`src/common/sdi_pkg.sv`:
```
`default_nettype none
package sdi_pkg;
	// clock and time units
	localparam int CLK_PERIOD_PS = 5000;
	localparam int PS_PER_NS = 1000;
	localparam int PS_PER_US = 1000000;
	// least times, rounded up to whole cycles
	localparam int RESET_HOLD_US = 200;
	localparam int RESET_HOLD_CYC =
		(RESET_HOLD_US * PS_PER_US + CLK_PERIOD_PS - 1) / CLK_PERIOD_PS;
	localparam int WARM_HOLD_NS = 100;
	localparam int WARM_HOLD_CYC =
		(WARM_HOLD_NS * PS_PER_NS + CLK_PERIOD_PS - 1) / CLK_PERIOD_PS;
	localparam int CKE_LEAD_NS = 10;
	localparam int CKE_LEAD_CYC =
		(CKE_LEAD_NS * PS_PER_NS + CLK_PERIOD_PS - 1) / CLK_PERIOD_PS;
	localparam int INIT_WAIT_US = 500;
	localparam int INIT_WAIT_CYC =
		(INIT_WAIT_US * PS_PER_US + CLK_PERIOD_PS - 1) / CLK_PERIOD_PS;
	localparam int CLK_STABLE_NS = 10;
	localparam int CLK_STABLE_TCK = 5;
	localparam int CLK_STABLE_NS_CYC =
		(CLK_STABLE_NS * PS_PER_NS + CLK_PERIOD_PS - 1) / CLK_PERIOD_PS;
	localparam int CLK_STABLE_CYC = (CLK_STABLE_NS_CYC > CLK_STABLE_TCK) ?
		CLK_STABLE_NS_CYC : CLK_STABLE_TCK;
	localparam int XPR_MIN_TCK = 5;
	// memory timings in cycles, plain defaults
	localparam int XS_CYC = 40;
	localparam int MRD_CYC = 4;
	localparam int MOD_CYC = 12;
	localparam int DLLK_CYC = 512;
	localparam int ZQINIT_CYC = 512;
	// widths
	localparam int ADDR_W = 14;
	localparam int BA_W = 3;
	localparam int CNT_W = 17;
	localparam int WB_ADR_W = 8;
	// command codes {cs_n, ras_n, cas_n, we_n}
	localparam logic [3:0] CMD_MODE_WRITE = 4'h0;
	localparam logic [3:0] CMD_LONG_CAL = 4'h6;
	localparam logic [3:0] CMD_NO_OPERATION = 4'h7;
	localparam logic [3:0] CMD_DESELECT = 4'hF;
	// mode register fields
	localparam int MR1_DLL_OFF_BIT = 0;
	localparam int MR0_DLL_RESET_BIT = 8;
	localparam int MR3_MPR_EN_BIT = 2;
	localparam logic [ADDR_W-1:0] MR0_KEEP = 14'h1FFF;
	localparam logic [ADDR_W-1:0] MR1_KEEP = 14'h1AFF;
	localparam logic [ADDR_W-1:0] MR2_KEEP = 14'h06FF;
	localparam logic [ADDR_W-1:0] MR3_KEEP = 14'h0007;
	// register map of the controller
	localparam logic [WB_ADR_W-1:0] REG_CTRL = 8'h00;
	localparam logic [WB_ADR_W-1:0] REG_STATUS = 8'h04;
	localparam logic [WB_ADR_W-1:0] REG_MRVAL0 = 8'h08;
	localparam int CTRL_START_BIT = 0;
	localparam int CTRL_WARM_BIT = 1;
	localparam int STATUS_BUSY_BIT = 0;
	localparam int STATUS_DONE_BIT = 1;

	// clears reserved bits; forces dll enable in register 1 and dll reset in 0
	function automatic logic [ADDR_W-1:0] sdi_mr_value(
		input logic [1:0] idx, input logic [ADDR_W-1:0] raw);
		logic [ADDR_W-1:0] v;
		v = raw;
		case (idx)
			2'h0: begin
				v = raw & MR0_KEEP;
				v[MR0_DLL_RESET_BIT] = 1'b1;
			end
			2'h1: begin
				v = raw & MR1_KEEP;
				v[MR1_DLL_OFF_BIT] = 1'b0;
			end
			2'h2: v = raw & MR2_KEEP;
			default: v = raw & MR3_KEEP;
		endcase
		return v;
	endfunction
endpackage
`default_nettype wire

```
`src/common/sdi_if.sv`:
```
`timescale 1ns/100ps
`default_nettype none
interface sdi_if;
	logic reset_n;
	logic cke;
	logic cs_n;
	logic ras_n;
	logic cas_n;
	logic we_n;
	logic [sdi_pkg::BA_W-1:0] ba;
	logic [sdi_pkg::ADDR_W-1:0] addr;
	logic termination_enable_in;

	modport ctrl (output reset_n, cke, cs_n, ras_n, cas_n, we_n, ba, addr,
		termination_enable_in);
	modport mem (input reset_n, cke, cs_n, ras_n, cas_n, we_n, ba, addr,
		termination_enable_in);
endinterface
`default_nettype wire

```
`src/rtl/sdi_ctrl.sv`:
```
// How it works
// - clock enable low 10 ns before release
// - wait 500 us before raising clock enable
// - clock stable max(10 ns, 5 cycles) first
// - idle command registered before clock enable
// - clock enable stays high through init
// - memory termination off until clock enable
// - termination input low through init
// - exit-reset wait before first mode write
// - order 2,3,1,0 then long calibration
// - mode write encoding and bank select
// - A0 low enables, A8 high resets DLL
// - warm reset 100 ns, restart sequence
// - write every mode register
// - drive every address field each write
// - mode writes spaced by write spacing
// - update delay before other commands
// - rewrites only when memory idle
// - reserved bits written as zero
// - write recovery field rounded up by software, not by the controller
// - termination value restrictions during writes left to software
// - readout select ignored when disabled
`timescale 1ns/100ps
`default_nettype none
module sdi_ctrl #(
	parameter int RESET_HOLD_CYC = sdi_pkg::RESET_HOLD_CYC,
	parameter int INIT_WAIT_CYC = sdi_pkg::INIT_WAIT_CYC,
	parameter int XS_CYC = sdi_pkg::XS_CYC,
	parameter int MRD_CYC = sdi_pkg::MRD_CYC,
	parameter int MOD_CYC = sdi_pkg::MOD_CYC,
	parameter int DLLK_CYC = sdi_pkg::DLLK_CYC,
	parameter int ZQINIT_CYC = sdi_pkg::ZQINIT_CYC
)(
	input wire logic sys_clk,
	input wire logic sys_rst,
	input wire logic wb_cyc_i,
	input wire logic wb_stb_i,
	input wire logic wb_we_i,
	input wire logic [sdi_pkg::WB_ADR_W-1:0] wb_adr_i,
	input wire logic [3:0] wb_sel_i,
	input wire logic [31:0] wb_dat_i,
	output logic [31:0] wb_dat_o,
	output logic wb_ack_o,
	sdi_if.ctrl dram
);
	typedef enum logic [3:0] {C_IDLE, C_RST_HOLD, C_INIT_WAIT, C_CLK_STABLE,
		C_XPR, C_MRS, C_MRD, C_ZQ, C_LOCK, C_DONE} sdi_cstate_t;
	localparam int CW = sdi_pkg::CNT_W;
	localparam int AW = sdi_pkg::ADDR_W;
	localparam int PWR_HOLD = (RESET_HOLD_CYC > sdi_pkg::CKE_LEAD_CYC) ?
		RESET_HOLD_CYC : sdi_pkg::CKE_LEAD_CYC;
	localparam int WARM_HOLD = (sdi_pkg::WARM_HOLD_CYC >
		sdi_pkg::CKE_LEAD_CYC) ? sdi_pkg::WARM_HOLD_CYC : sdi_pkg::CKE_LEAD_CYC;
	localparam int XPR_CYC = (XS_CYC > sdi_pkg::XPR_MIN_TCK) ?
		XS_CYC : sdi_pkg::XPR_MIN_TCK;
	localparam int LOCK_CYC = (DLLK_CYC > ZQINIT_CYC) ? DLLK_CYC : ZQINIT_CYC;

	sdi_cstate_t state, next_state;
	logic [CW-1:0] cnt, next_cnt;
	logic [1:0] step, next_step;
	logic rst_n, next_rst_n, cke, next_cke, done, next_done;
	logic [3:0] cmd, next_cmd;
	logic [sdi_pkg::BA_W-1:0] ba, next_ba;
	logic [AW-1:0] addr, next_addr;
	logic term_en;

	logic [AW-1:0] mrval [4];
	logic [AW-1:0] next_mrval [4];
	logic warm, next_warm, start, next_start, next_ack;
	logic [31:0] next_dat;
	logic req, wr;
	logic [1:0] cur_mr;

	function automatic logic [CW-1:0] cyc(input int n);
		return (n > 1) ? CW'(n - 1) : '0;
	endfunction

	// register index written at each step of the sequence
	function automatic logic [1:0] mr_of_step(input logic [1:0] s);
		case (s)
			2'h0: return 2'h2;
			2'h1: return 2'h3;
			2'h2: return 2'h1;
			default: return 2'h0;
		endcase
	endfunction

	function automatic logic is_reg(input logic [sdi_pkg::WB_ADR_W-1:0] a,
		input logic [sdi_pkg::WB_ADR_W-1:0] r);
		return a[sdi_pkg::WB_ADR_W-1:2] == r[sdi_pkg::WB_ADR_W-1:2];
	endfunction

	assign req = wb_cyc_i && wb_stb_i;
	// a write lands at the edge where the master samples ack
	assign wr = req && wb_ack_o && wb_we_i;
	assign cur_mr = mr_of_step(step);

	always_comb begin
		next_ack = req && !wb_ack_o;
		next_dat = wb_dat_o;
		next_warm = warm;
		next_start = 1'b0;
		next_mrval = mrval;
		if (req && !wb_ack_o) begin
			next_dat = '0;
			if (is_reg(wb_adr_i, sdi_pkg::REG_CTRL))
				next_dat[sdi_pkg::CTRL_WARM_BIT] = warm;
			else if (is_reg(wb_adr_i, sdi_pkg::REG_STATUS)) begin
				next_dat[sdi_pkg::STATUS_BUSY_BIT] =
					(state != C_IDLE) && (state != C_DONE);
				next_dat[sdi_pkg::STATUS_DONE_BIT] = done;
				next_dat[7:4] = state;
			end
			for (int i = 0; i < 4; i++) begin
				if (is_reg(wb_adr_i, sdi_pkg::REG_MRVAL0 + 8'(4 * i)))
					next_dat[AW-1:0] = mrval[i];
			end
		end
		if (wr && is_reg(wb_adr_i, sdi_pkg::REG_CTRL) && wb_sel_i[0]) begin
			next_warm = wb_dat_i[sdi_pkg::CTRL_WARM_BIT];
			next_start = wb_dat_i[sdi_pkg::CTRL_START_BIT];
		end
		// software supplies the rounded-up recovery field
		// software supplies an allowed termination value
		for (int i = 0; i < 4; i++) begin
			if (wr && is_reg(wb_adr_i, sdi_pkg::REG_MRVAL0 + 8'(4 * i))) begin
				if (wb_sel_i[0])
					next_mrval[i][7:0] = wb_dat_i[7:0];
				if (wb_sel_i[1])
					next_mrval[i][AW-1:8] = wb_dat_i[AW-1:8];
			end
		end
	end

	always_ff @(posedge sys_clk or posedge sys_rst) begin
		if (sys_rst) begin
			wb_ack_o <= 1'b0;
			wb_dat_o <= '0;
			warm <= 1'b0;
			start <= 1'b0;
			for (int i = 0; i < 4; i++) begin
				mrval[i] <= '0;
			end
		end else begin
			wb_ack_o <= next_ack;
			wb_dat_o <= next_dat;
			warm <= next_warm;
			start <= next_start;
			mrval <= next_mrval;
		end
	end

	always_comb begin
		next_state = state;
		next_cnt = (cnt != '0) ? cnt - 1'b1 : cnt;
		next_step = step;
		next_rst_n = rst_n;
		next_cke = cke;
		next_done = done;
		next_cmd = sdi_pkg::CMD_NO_OPERATION;
		next_ba = '0;
		next_addr = '0;
		case (state)
			C_IDLE, C_DONE: begin
				// start ignored while a sequence runs
				if (start) begin
					next_state = C_RST_HOLD;
					next_rst_n = 1'b0;
					next_cke = 1'b0;
					next_done = 1'b0;
					next_cnt = warm ? cyc(WARM_HOLD) : cyc(PWR_HOLD);
				end
			end
			C_RST_HOLD: begin
				if (cnt == '0) begin
					next_state = C_INIT_WAIT;
					next_rst_n = 1'b1;
					next_cnt = cyc(INIT_WAIT_CYC);
				end
			end
			C_INIT_WAIT: begin
				if (cnt == '0) begin
					next_state = C_CLK_STABLE;
					next_cnt = cyc(sdi_pkg::CLK_STABLE_CYC);
				end
			end
			C_CLK_STABLE: begin
				if (cnt == '0) begin
					next_state = C_XPR;
					next_cke = 1'b1;
					next_cnt = cyc(XPR_CYC);
				end
			end
			C_XPR: begin
				if (cnt == '0) begin
					next_state = C_MRS;
					next_step = 2'h0;
				end
			end
			C_MRS: begin
				next_cmd = sdi_pkg::CMD_MODE_WRITE;
				next_ba = {1'b0, cur_mr};
				next_addr = sdi_pkg::sdi_mr_value(cur_mr, mrval[cur_mr]);
				next_state = C_MRD;
				next_cnt = (step == 2'h3) ? cyc(MOD_CYC - 1) :
					cyc(MRD_CYC - 1);
			end
			C_MRD: begin
				if (cnt == '0) begin
					if (step == 2'h3)
						next_state = C_ZQ;
					else begin
						next_state = C_MRS;
						next_step = step + 2'h1;
					end
				end
			end
			C_ZQ: begin
				next_cmd = sdi_pkg::CMD_LONG_CAL;
				next_state = C_LOCK;
				next_cnt = cyc(LOCK_CYC);
			end
			C_LOCK: begin
				if (cnt == '0) begin
					next_state = C_DONE;
					next_done = 1'b1;
				end
			end
			default: next_state = C_IDLE;
		endcase
	end

	always_ff @(posedge sys_clk or posedge sys_rst) begin
		if (sys_rst) begin
			state <= C_IDLE;
			cnt <= '0;
			step <= '0;
			rst_n <= 1'b0;
			cke <= 1'b0;
			done <= 1'b0;
			cmd <= sdi_pkg::CMD_NO_OPERATION;
			ba <= '0;
			addr <= '0;
			term_en <= 1'b0;
		end else begin
			state <= next_state;
			cnt <= next_cnt;
			step <= next_step;
			rst_n <= next_rst_n;
			cke <= next_cke;
			done <= next_done;
			cmd <= next_cmd;
			ba <= next_ba;
			addr <= next_addr;
			term_en <= 1'b0;
		end
	end

	assign dram.reset_n = rst_n;
	assign dram.cke = cke;
	assign {dram.cs_n, dram.ras_n, dram.cas_n, dram.we_n} = cmd;
	assign dram.ba = ba;
	assign dram.addr = addr;
	assign dram.termination_enable_in = term_en;
endmodule
`default_nettype wire

```
`src/flat_wrapper.sv`:
```
// flat-port wrapper written by rule: the top's interface ports become plain ports
module sdi_ctrl_flat 
#(
	parameter int RESET_HOLD_CYC = sdi_pkg::RESET_HOLD_CYC,
	parameter int INIT_WAIT_CYC = sdi_pkg::INIT_WAIT_CYC,
	parameter int XS_CYC = sdi_pkg::XS_CYC,
	parameter int MRD_CYC = sdi_pkg::MRD_CYC,
	parameter int MOD_CYC = sdi_pkg::MOD_CYC,
	parameter int DLLK_CYC = sdi_pkg::DLLK_CYC,
	parameter int ZQINIT_CYC = sdi_pkg::ZQINIT_CYC
)
  (sys_clk, sys_rst, wb_cyc_i, wb_stb_i, wb_we_i, wb_adr_i, wb_sel_i, wb_dat_i, wb_dat_o, wb_ack_o, dram_reset_n, dram_cke, dram_cs_n, dram_ras_n, dram_cas_n, dram_we_n, dram_ba, dram_addr, dram_termination_enable_in);
  sdi_if dram_i ();
  input wire logic sys_clk;
  input wire logic sys_rst;
  input wire logic wb_cyc_i;
  input wire logic wb_stb_i;
  input wire logic wb_we_i;
  input wire logic [sdi_pkg::WB_ADR_W-1:0] wb_adr_i;
  input wire logic [3:0] wb_sel_i;
  input wire logic [31:0] wb_dat_i;
  output logic [31:0] wb_dat_o;
  output logic wb_ack_o;
  output wire logic [$bits(dram_i.reset_n)-1:0] dram_reset_n;
  output wire logic [$bits(dram_i.cke)-1:0] dram_cke;
  output wire logic [$bits(dram_i.cs_n)-1:0] dram_cs_n;
  output wire logic [$bits(dram_i.ras_n)-1:0] dram_ras_n;
  output wire logic [$bits(dram_i.cas_n)-1:0] dram_cas_n;
  output wire logic [$bits(dram_i.we_n)-1:0] dram_we_n;
  output wire logic [$bits(dram_i.ba)-1:0] dram_ba;
  output wire logic [$bits(dram_i.addr)-1:0] dram_addr;
  output wire logic [$bits(dram_i.termination_enable_in)-1:0] dram_termination_enable_in;
  assign dram_reset_n = dram_i.reset_n;
  assign dram_cke = dram_i.cke;
  assign dram_cs_n = dram_i.cs_n;
  assign dram_ras_n = dram_i.ras_n;
  assign dram_cas_n = dram_i.cas_n;
  assign dram_we_n = dram_i.we_n;
  assign dram_ba = dram_i.ba;
  assign dram_addr = dram_i.addr;
  assign dram_termination_enable_in = dram_i.termination_enable_in;
  sdi_ctrl #(.RESET_HOLD_CYC(RESET_HOLD_CYC), .INIT_WAIT_CYC(INIT_WAIT_CYC), .XS_CYC(XS_CYC), .MRD_CYC(MRD_CYC), .MOD_CYC(MOD_CYC), .DLLK_CYC(DLLK_CYC), .ZQINIT_CYC(ZQINIT_CYC)) u_core (.sys_clk(sys_clk), .sys_rst(sys_rst), .wb_cyc_i(wb_cyc_i), .wb_stb_i(wb_stb_i), .wb_we_i(wb_we_i), .wb_adr_i(wb_adr_i), .wb_sel_i(wb_sel_i), .wb_dat_i(wb_dat_i), .wb_dat_o(wb_dat_o), .wb_ack_o(wb_ack_o), .dram(dram_i));
endmodule
```
`config.mk`:
```
export PLATFORM = sky130hd
export DESIGN_NAME = sdi_ctrl_flat
export DESIGN_NICKNAME = d
export VERILOG_FILES = /design/src/common/sdi_pkg.sv /design/src/common/sdi_if.sv /design/src/rtl/sdi_ctrl.sv /design/src/flat_wrapper.sv
export SDC_FILE = /design/constraint.sdc
export NUM_CORES = 1
export LEC_CHECK = 0
export BUFFER_PORTS_ARGS = -buffer_cell sky130_fd_sc_hd__clkbuf_2
export CORE_MARGIN = 2
export CORE_UTILIZATION = 51
export DETAILED_ROUTE_END_ITERATION = 16
export PLACE_DENSITY = 0.85
export SETUP_SLACK_MARGIN = 0.02
export SYNTH_ARGS = -nofsm -noshare
export SYNTH_HDL_FRONTEND = slang
export SYNTH_SLANG_ARGS = --single-unit
```
`constraint.sdc`:
```
create_clock -name sys_clk -period 3.5 [get_ports sys_clk]
set_clock_uncertainty 0.1 [all_clocks]
set_input_delay 0.175 -clock sys_clk [delete_from_list [all_inputs] [get_ports sys_clk]]
set_output_delay 0.175 -clock sys_clk [all_outputs]
set_load 0.05 [all_outputs]
```
== Word-level counts from Yosys, hierarchy flattened ==
Cells that the tools add are included.

* Add/subtract/negate cells: 2
* Bitwise logic cells: 1
* Equal/unequal tests: 28
* Reductions and logical operators: 37
* Divide/modulo/power cells: 0
* Muxes and demuxes: 44
* Shift-type cells: 0
* Multiply operators: 0
* Magnitude comparators: 1

{| class="wikitable"
|+ Operator list
! kind !! count
|-
| $pmux W17 S6 || 1
|-
| $mux W17 || 5
|-
| $mux W14 || 5
|-
| $mux W4 || 10
|-
| $pmux W13 S3 || 1
|-
| $pmux W4 S9 || 1
|-
| $bmux W14 S2 || 1
|-
| $mux W13 || 2
|-
| $logic_not A17 Y1 || 1
|-
| $reduce_bool A17 Y1 || 1
|-
| $sub A17 B1 Y17 const B || 1
|-
| $eq A4 B3 Y1 const B || 4
|-
| $mux W16 || 1
|-
| $reduce_and A2 Y1 || 8
|-
| $ne A2 B1 Y1 const B || 7
|-
| $eq A6 B2 Y1 const B || 2
|-
| $eq A6 B3 Y1 const B || 2
|-
| $mux W2 || 6
|-
| $logic_and A1 B1 Y1 || 11
|-
| $reduce_and A3 Y1 || 3
|-
| $eq A4 B2 Y1 const B || 2
|-
| $eq A4 B4 Y1 const B || 2
|-
| $reduce_bool A2 Y1 || 4
|-
| $reduce_and A7 Y1 || 1
|-
| other kinds (21) || 31
|}

* Memory bits (read-only): 0
* Memories: 0
* RAM bits: 0
* Bits in latches: 0
* Input port bits: 49
* Word-level logic and storage cells: 134
* Bits in registers: 118

== Logic depth before layout (Yosys ltp) ==
Gate-level depths: netlist (run 1).

* Depth in word-level cells: 8
* Mapped depth: 12

== Worst setup path after synthesis (run 1) ==
OpenSTA, ideal clock, no wires.

* Path kind: flip-flop to flip-flop
* Start point: register u_core.cnt[0]
* End point: register u_core.cnt[0]
* Arrival: 2.116 ns
* Path slack: 1.198 ns
* Stages on the path, launching flop included: 13
* Required time: 3.314 ns
* Cell sequence: dfrtp_1 -> inv_1 -> ha_1 -> nor4b_2 -> and3_1 -> buf_4 -> nand2_1 -> ha_1 -> nor2_1 -> o21ai_0 -> a21oi_1 -> o21ai_0 -> a32oi_1

* Longest elaborated chain between the ends: 4
* Elaborated cells on any way between the ends: 9
* Classes of those cells: 1 x add/sub; 6 x mux; 2 x reduce/logical

{| class="wikitable"
|+ RTL lines
! element !! RTL line !! text
|-
| start: declaration || sdi_ctrl.sv:59 || <nowiki>logic [CW-1:0] cnt, next_cnt;</nowiki>
|-
| start signal: assignment || sdi_ctrl.sv:247 || <nowiki>cnt <= next_cnt;</nowiki>
|-
| $sub A17 B1 Y17 or $reduce_bool A17 Y1 (tied branches) || sdi_ctrl.sv:155 || <nowiki>next_cnt = (cnt != '0) ? cnt - 1'b1 : cnt;</nowiki>
|-
| $mux W17 || sdi_ctrl.sv:155 ||
|-
| $mux W17, on equally long branches || - ||
|-
| $pmux W17 S6 (*) || sdi_ctrl.sv:163 || <nowiki>case (state)</nowiki>
|-
| net u_core.next_cnt[0] || sdi_ctrl.sv:59 ||
|}

The timed path passes the listed nets; every way through them passes the cells marked *.
A chain may end at the register's enable or synchronous reset.

== Final worst setup path (run 1) ==
Same ends and word-level chain as after synthesis.

==> results.txt, run 1 <==
----------------------------------------------------
[Synthesis]
  Most used flip-flop cell after synthesis ... dfrtp_1
  Number of instances in the synthesized netlist ... between 500 and 600
  Seq cells post-synth ... 116
  Area contributors post-synth ... dfrtp_1 46%, mux2_2 11%, mux4_2 4.7%
  Post-synthesis instance area ... a little over 0.006 mm2
  Distinct cell type count of the synthesized netlist ... 73
  Number of synthesis warnings ... 0
  Share of synthesized registers carrying an async set or reset ... 1.00
  Share of the yosys chip area belonging to registers ... 0.469
  Mean post-synth cell area ... 11.2 um2
  Top cell type's share of synthesized area ... 0.461
  Cell type with the largest total area after synthesis ... dfrtp_1
  Count of flip-flops with a built-in enable after synthesis ... 0

[Layout]
  Antenna cells ... 0
  Area delta synth->final ... 18.4%
  Number of nets in the finished design ... 695
  Final cell count without fillers ... slightly below 800
  Fraction of final layout cells sized beyond drive strength 1 ... 0.307
  FILL cells ... 895
  Area used by multi-input combinational logic ... between 0.003 and 0.004 mm2
  Combined flip-flop and latch cell area ... 0.00291 mm2

[Timing]
  Worst-case hold slack ... 0.0505 ns
  Slew at the pin closest to its max-slew limit ... 0.810 ns
  Clock period minus final worst setup slack ... ~2.7 ns
  RSZ-0062 raised after global routing ... no
  FMAX ... 0.370 GHz
  Final cycle utilization of the critical path ... 0.772
  Setup Total Neg Slack ... 0 ns
  Final setup fails ... 0
  Number of endpoints with negative hold slack in the final report ... 0
  Worst slew margin relative to its limit ... 0.460
  Final Max Slew Viols ... 0

[Power]
  Proportion of power drawn by the clock network ... 0.435
  Switching part of the total ... 0.295
  Proportion of power drawn by flip-flops and latches ... 0.395
  Peak VDD IR ... 375 uV
  Proportion of power drawn by combinational gates ... 0.171
  Power per unit of standard cell area ... ~560 mW/mm2
  Internal power ... 2880 uW
  Switching power ... about 1200 uW
  Leakage power total ... 0.00341 uW

[GRT]
  Antenna violations before repair ... 0
  Congestion Overflow GR ... 0
  Global-route wire length before repair ... roughly 25,000 um
  Maximum number of pins on one net before global-route repair ... 50
  GR Util All Layers ... 0.252
  Vias in the first global route ... around 5,000

[Floorplan]
  Starting Density ... 0.520
  Horiz. Die Dim ... 114 um
  Num ports ... roughly 110
  Placement row count ... 40
  Die outline height ... 114 um
  Die Outline Area ... ~0.013 mm2
  Core Footprint ... roughly 0.012 mm2

[Worst setup path]
  Slowest Stage Delay on Critical Path ... 0.42 ns
  Kind of start point of the critical path ... flip-flop
  Peak fanout along the critical path ... 6
  Max stage delay cell, worst path ... dfrtp_1
  Required time reported for the critical path endpoint ... 3.73 ns
  Register-to-Register Path Depth ... 11
  Reg2reg setup slack ... 0.80 ns
  Cells along the critical path ... inv_1, ha_1, nor4b_2, and3_1, nand2_1, ha_1, nor2_1, o21ai_0, a21oi_1, o21ai_0, a32oi_1
  Reg2reg start ... u_core.cnt[0]$_DFF_PP0_
  Arrival time at the worst endpoint ... ~2.9 ns
  Worst setup path start ... u_core.cnt[0]$_DFF_PP0_
  Worst setup path endpoint ... u_core.cnt[0]$_DFF_PP0_
  R2r endpoint ... u_core.cnt[0]$_DFF_PP0_
  Setup Crit Path Kind ... flip-flop to flip-flop
  Type of element capturing the critical path ... flip-flop

[Clock network]
  Maximum clock path buffer count ... 2
  TritonCTS Sinks ... between 100 and 150
  Clock Tree Root ... clkbuf_16
  Clock-pin slew reported for the worst setup and hold paths after clock tree synthesis ... around 0.050 ns
  CTS tree ... done
  Clock insertion delay at the later pin of the skew report ... 0.43 ns
  Total number of H-tree levels ... 4
  Cts bufs inserted ... 17
  Cts repair resizes ... 0

[Route]
  Vias per cell ... 6.30
  Wire length per cell after detailed routing ... 19.6 um
  Total wire length after detailed routing ... 15,500 um
  Residual antenna-violating net count after detailed routing ... 0
  Initial detailed-routing violation count ... approximately 370
  DRC errors left ... 0
  First-pass iteration count of the detailed router ... 7
  Routed vias ... 4,992

[Status]
  Result of the run ... complete, no violations

[Run]
  MaxCap Viol Count ... 0

[Place]
  Placed wire-length estimate ... 10,300 um
  Count of buffers from port buffering ... between 60 and 70
  Placed instance count ... 748
  Routability Congestion ... 0.880

[Hold path]
  Min-delay worst type ... primary input to flip-flop
  Cells on Worst Hold Path ... 3

----------------------------------------------------
[placed cells by master, fill, tap and decap left out, drive strengths merged, types with 4 or more instances in the layout]
master	synthesis	final
mux2	61	61
dfrtp	114	114
a221oi	8	8
dlygate4sd3	0	15
a21oi	17	17
and2	10	10
nand2	46	46
o31ai	5	5
clkbuf	11	83
o21ai	29	29
nor3	17	17
conb	1	22
nand2b	4	4
mux2i	7	7
mux4	13	13
nand4	4	4
buf	35	13
ha	11	11
nor2b	11	11
inv	12	12
nand3b	5	5
a22o	5	5
nor2	37	37
a222oi	7	7
xnor2	6	6
nor4	10	10
nand3	10	10
[cell families (layout without fill, tap and decap cells)]
kind of cell             after synthesis  in the layout  synth area share
AO/OA/AOI/OAI                        103            103             0.116
XOR/XNOR                               6              6           0.00849
adder cells (fa/ha/maj)               11             11            0.0222
buffers and inverters                 58            131            0.0533
flip-flops                           116            116             0.469
multiplexers                          81             81             0.170
other                                  1             22          0.000606
AND/OR/NAND/NOR                      176            176             0.161
[how the worst min path moves through the flow]
stage	start	endpoint	slack, ns
4_1_cts	wb_adr_i[5]	u_core.wb_dat_o[0]$_DFFE_PP0P_	0.04
3_5_place_dp	sys_rst	u_core.dram.reset_n$_DFFE_PP0P_	0.19
2_1_floorplan	wb_dat_i[0]	u_core.start$_DFF_PP0_	0.20
5_1_grt	wb_adr_i[5]	u_core.wb_dat_o[0]$_DFFE_PP0P_	0.06
3_3_place_gp	sys_rst	u_core.cnt[16]$_DFF_PP0_	0.18
6_report	wb_adr_i[5]	u_core.wb_dat_o[0]$_DFFE_PP0P_	0.05
[synth_stat cells (all sizes together), types with 8 or more instances]
library cell,number
nor4,10
ha,11
o21ai,29
dfrtp,114
nand2,46
buf,35
nor2,37
a221oi,8
clkbuf,11
and2,10
inv,12
mux4,13
nor2b,11
nand3,10
nor3,17
mux2,61
a21oi,17
[metal layers]
layer / share of wire / GRT usage / wire length (um) / vias up
met2: 0.50 / 0.404 / 7720 / 279
met4: 0.025 / 0.121 / 391 / 0
met3: 0.076 / 0.0619 / 1180 / 36
met5: 0 / 0 / 0 / -
li1: - / - / - / 2172
met1: 0.40 / 0.322 / 6220 / 2505
[worst max-delay path, delay by kind of cell (launching register included)]
| family | cells | cell delay [ns] |
|---|---|---|
| compound gates | 4 | 0.55 |
| simple gates | 4 | 0.92 |
| fa+ha+maj | 2 | 0.46 |
| flops | 1 | 0.42 |
| buf+inv | 1 | 0.14 |
[per-stage QoR]
stage / power [uW] / setup WS (ns) / instance area, um2 / util
after global placement: 2260 / 0.963 / 6580 / 0.552
final: 4080 / 0.797 / 7330 / 0.615
after detailed placement: 2290 / 0.903 / 6580 / 0.552
after floorplan: 2130 / 0.156 / 6270 / -
after global routing: 4250 / 0.691 / 7330 / 0.615
after CTS: 4080 / 0.892 / 7330 / 0.615
[power groups by stage]
| stage | clock network, uW | logic [uW] | registers [uW] |
|---|---|---|---|
| finish | 1770 | 697 | 1610 |
| global route | 1860 | 760 | 1630 |
| CTS | 1790 | 689 | 1600 |
| detailed placement | 0 | 669 | 1620 |
| global placement | 0 | 645 | 1610 |
| floorplan | 0 | 520 | 1610 |
[flip-flops by register name, summed over array words and instances, names as in the netlist, 2 cells and up]
name,count
u_core.cmd,2
u_core.cnt,17
u_core.dram.addr,13
u_core.dram.ba,2
u_core.mrval,56
u_core.state,4
u_core.step,2
u_core.wb_dat_o,14
[cell type report]
class,count,area share
multi-input combinational,399,0.415
sequential,116,0.396
timing repair buffer,89,0.0755
clock buffer,22,0.0647
tap,147,0.0251
clock inverter,8,0.0172
inverter,12,0.00649
[repair_timing]
action                                 4_1_cts  5_1_grt
setup endpoints to repair                    0        0
setup buffers                                0        0
hold buffers                                15        0
endpoints found under the hold margin      104        0
(Power assumes the default switching activity.)
==> run 2, diff against run 1 <==
==> constraint.sdc (replaced) <==
create_clock -name sys_clk -period 2.4 [get_ports sys_clk]
set_clock_uncertainty 0.1 [all_clocks]
set_input_delay 0.12 -clock sys_clk [delete_from_list [all_inputs] [get_ports sys_clk]]
set_output_delay 0.12 -clock sys_clk [all_outputs]
set_load 0.05 [all_outputs]
==> results.txt, run 2 (synthesis gave the netlist of run 1 again) <==
----------------------------------------------------
[Hold path]
  Min-delay worst type ... primary input to flip-flop

[Layout]
  Largest register by flop count ... u_core.mrval
  Number of flip-flops in the largest register ... 56 (unchanged)
  Most common cell after layout, fill and taps aside ... dfrtp_1
  Area delta synth->final ... 21.7%
  Highest-count cells in the layout ignoring fill and taps ... 114 x dfrtp_1, 61 x mux2_2, 61 x clkbuf_2
  Antenna cells ... 0 (unchanged)
  Fraction of final layout cells sized beyond drive strength 1 ... 0.338 (+0.0318)
  Biggest registers after layout ... u_core.mrval x56, u_core.cnt x17, u_core.wb_dat_o x14
  Number of nets in the finished design ... 718 (+3.3%)
  Final Instance Area ... 0.00754 mm2 (+2.8%)

[Power]
  Power per unit of standard cell area ... 792 mW/mm2 (+42%)
  Peak VDD IR ... 496 uV (+32%)
  Leakage power total ... 0.00352 uW (+3.1%)

[Place]
  Placed wire-length estimate ... 10,500 um (+2.0%)
  Routability Congestion ... 0.950 (+7.9%)
  Count of buffers from port buffering ... 61 (unchanged)
  Dpl cell area ... 0.00673 mm2 (+2.3%)

[Timing]
  Setup Total Neg Slack ... 0 ns (unchanged)
  FMAX ... 0.437 GHz (+18%)
  Worst slew margin relative to its limit ... 0.607 (+0.147)
  RSZ-0062 raised after global routing ... yes
  Slew at the pin closest to its max-slew limit ... 0.587 ns (-0.222 ns)
  Final Max Slew Viols ... 0 (unchanged)
  Final setup fails ... 0 (unchanged)
  Number of endpoints with negative hold slack in the final report ... 0 (unchanged)
  Clock period minus final worst setup slack ... 2.29 ns (-0.415 ns)
  Final cycle utilization of the critical path ... 0.954 (+0.181)

[Clock network]
  Cts bufs inserted ... 17 (unchanged)
  Clock-pin slew reported for the worst setup and hold paths after clock tree synthesis ... 0.06 ns (about the same)
  CTS tree ... done
  Clock insertion delay at the later pin of the skew report ... 0.42 ns (about the same)
  TritonCTS Sinks ... 116 (unchanged)
  Clock Tree Root ... clkbuf_16
  Total number of H-tree levels ... 4 (unchanged)
  Maximum clock path buffer count ... 2 (unchanged)

[GRT]
  Global-route wire length before repair ... 26,200 um (+3.5%)
  Congestion Overflow GR ... 0 (unchanged)
  Maximum number of pins on one net before global-route repair ... 82 (+64%)
  Vias in the first global route ... 5,032 (+0.26%)
  Antenna violations before repair ... 0 (unchanged)
  GR Util All Layers ... 0.259 (+0.00738)

[Floorplan]
  Placement row count ... 40 (unchanged)
  Num ports ... 106 (unchanged)
  Horiz. Die Dim ... 114 um (unchanged)
  Starting Density ... 0.520 (unchanged)
  Die outline height ... 114 um (unchanged)
  Core Footprint ... 0.0119 mm2 (unchanged)
  Die Outline Area ... 0.0130 mm2 (unchanged)

[Worst setup path]
  Cells along the critical path ... inv_2, ha_2, nor4b_4, and3_4, buf_4, buf_4, nand3_1, o21ai_1, o2111ai_1
  Type of element capturing the critical path ... flip-flop
  Required time reported for the critical path endpoint ... 2.57 ns (-1.16 ns)
  Peak fanout along the critical path ... 10 (+4)
  Number of buffers and inverters on the critical path ... 3 (+2)
  Setup Crit Path Kind ... flip-flop to flip-flop
  Arrival time at the worst endpoint ... 2.46 ns (-0.47 ns)
  Most used cell, CP ... buf_4
  Kind of start point of the critical path ... flip-flop
  Worst path top cell family by delay ... simple AND/OR/NAND/NOR gates
  Slowest Stage Delay on Critical Path ... 0.39 ns (-0.03 ns)
  Max stage delay cell, worst path ... dfrtp_1

[Route]
  Routed vias ... 5,036 (+0.88%)
  First-pass iteration count of the detailed router ... 5 (-2)
  Total wire length after detailed routing ... 15,900 um (+2.6%)
  Highest metal layer used by the detailed router ... met4
  Wire length per cell after detailed routing ... 19.4 um (-0.56%)
  Residual antenna-violating net count after detailed routing ... 0 (unchanged)
  DR WL met3 ... 1080 um (-8.3%)
  Initial detailed-routing violation count ... 426 (+16%)
  DRC errors left ... 0 (unchanged)
  Vias per cell ... 6.16 (-2.2%)
  Length of routed met2 wiring ... 8120 um (+5.2%)
  Detailed-route wire length on metal 1 ... 6290 um (+1.0%)

[Run]
  MaxCap Viol Count ... 0 (unchanged)

[Status]
  Result of the run ... complete, no violations

----------------------------------------------------
[run 2: cell types whose count changed in the layout (fill, tap and decap cells not counted), sizes merged]
cell,previous run,this run
bufinv,3,1
clkinv,2,3
inv,12,17
clkinvlp,3,5
clkbuf,83,79
dlygate4sd3,15,18
buf,13,33
[run 2: worst reg2reg max path: stages (launching register included)]
cell and delay (ns):
dfrtp_1 0.39, inv_2 0.08, ha_2 0.20, nor4b_4 0.29
and3_4 0.26, buf_4 0.10, buf_4 0.16, nand3_1 0.17
o21ai_1 0.25, o2111ai_1 0.15
[run 2: where the power goes]
group / switching, uW / leakage, uW / total, uW / internal (uW)
Clock: 986 / 0.000274 / 2460 / 1480
Sequential: 234 / 0.00159 / 2350 / 2110
Combinational: 681 / 0.00166 / 1160 / 476
Total: 1900 / 0.00352 / 5970 / 4070
[run 2: routing by layer]
metal  vias up  global-route usage
li1       2227                   -
met1      2500               0.335
met2       270               0.429
met3        39              0.0545
met4         0               0.106
met5         -                   0
[run 2: final timing paths]
| check | startpoint | end | slack [ns] | cells past startpoint |
|---|---|---|---|---|
| min in group asynchronous | sys_rst | u_core.cnt[15]$_DFF_PP0_ | 0.28 | 4 |
| worst max-delay path | u_core.cnt[0]$_DFF_PP0_ | u_core.cnt[3]$_DFF_PP0_ | 0.11 | 9 |
| max in group asynchronous | sys_rst | u_core.cmd[0]$_DFF_PP1_ | 1.55 | 4 |
| worst max register to register | u_core.cnt[0]$_DFF_PP0_ | u_core.cnt[3]$_DFF_PP0_ | 0.11 | 9 |
| worst min-delay path | wb_adr_i[3] | u_core.start$_DFF_PP0_ | 0.11 | 3 |
| worst min register to register | u_core.dram.reset_n$_DFFE_PP0P_ | u_core.dram.reset_n$_DFFE_PP0P_ | 0.38 | 2 |
[run 2: layout make-up]
class                      count  area [um2]
multi-input combinational    399        3060
sequential                   116        2910
tap                          147         184
clock inverter                14         144
timing repair buffer         112         758
inverter                      12        48.8
fill                         872        4370
clock buffer                  18         439
[run 2: metrics by stage]
stage	hold slack (ns)	instances	util	setup WS [ns]	total power [uW]
floorplan	0.149	573	-	0.0984	3110
global placement	0.171	765	0.565	0.159	3350
detailed placement	0.174	765	0.565	0.0772	3400
CTS	0.0879	815	0.630	0.0683	5930
global route	0.171	818	0.633	-0.00359	6200
finish	0.113	818	0.633	0.111	5970
[run 2: what timing repair did]
action,CTS,global route
pin swaps,0,1
resized for setup,1,5
buffers inserted,0,3
hold endpoints to repair,173,0
setup endpoints to repair,1,6
hold buffers,18,0
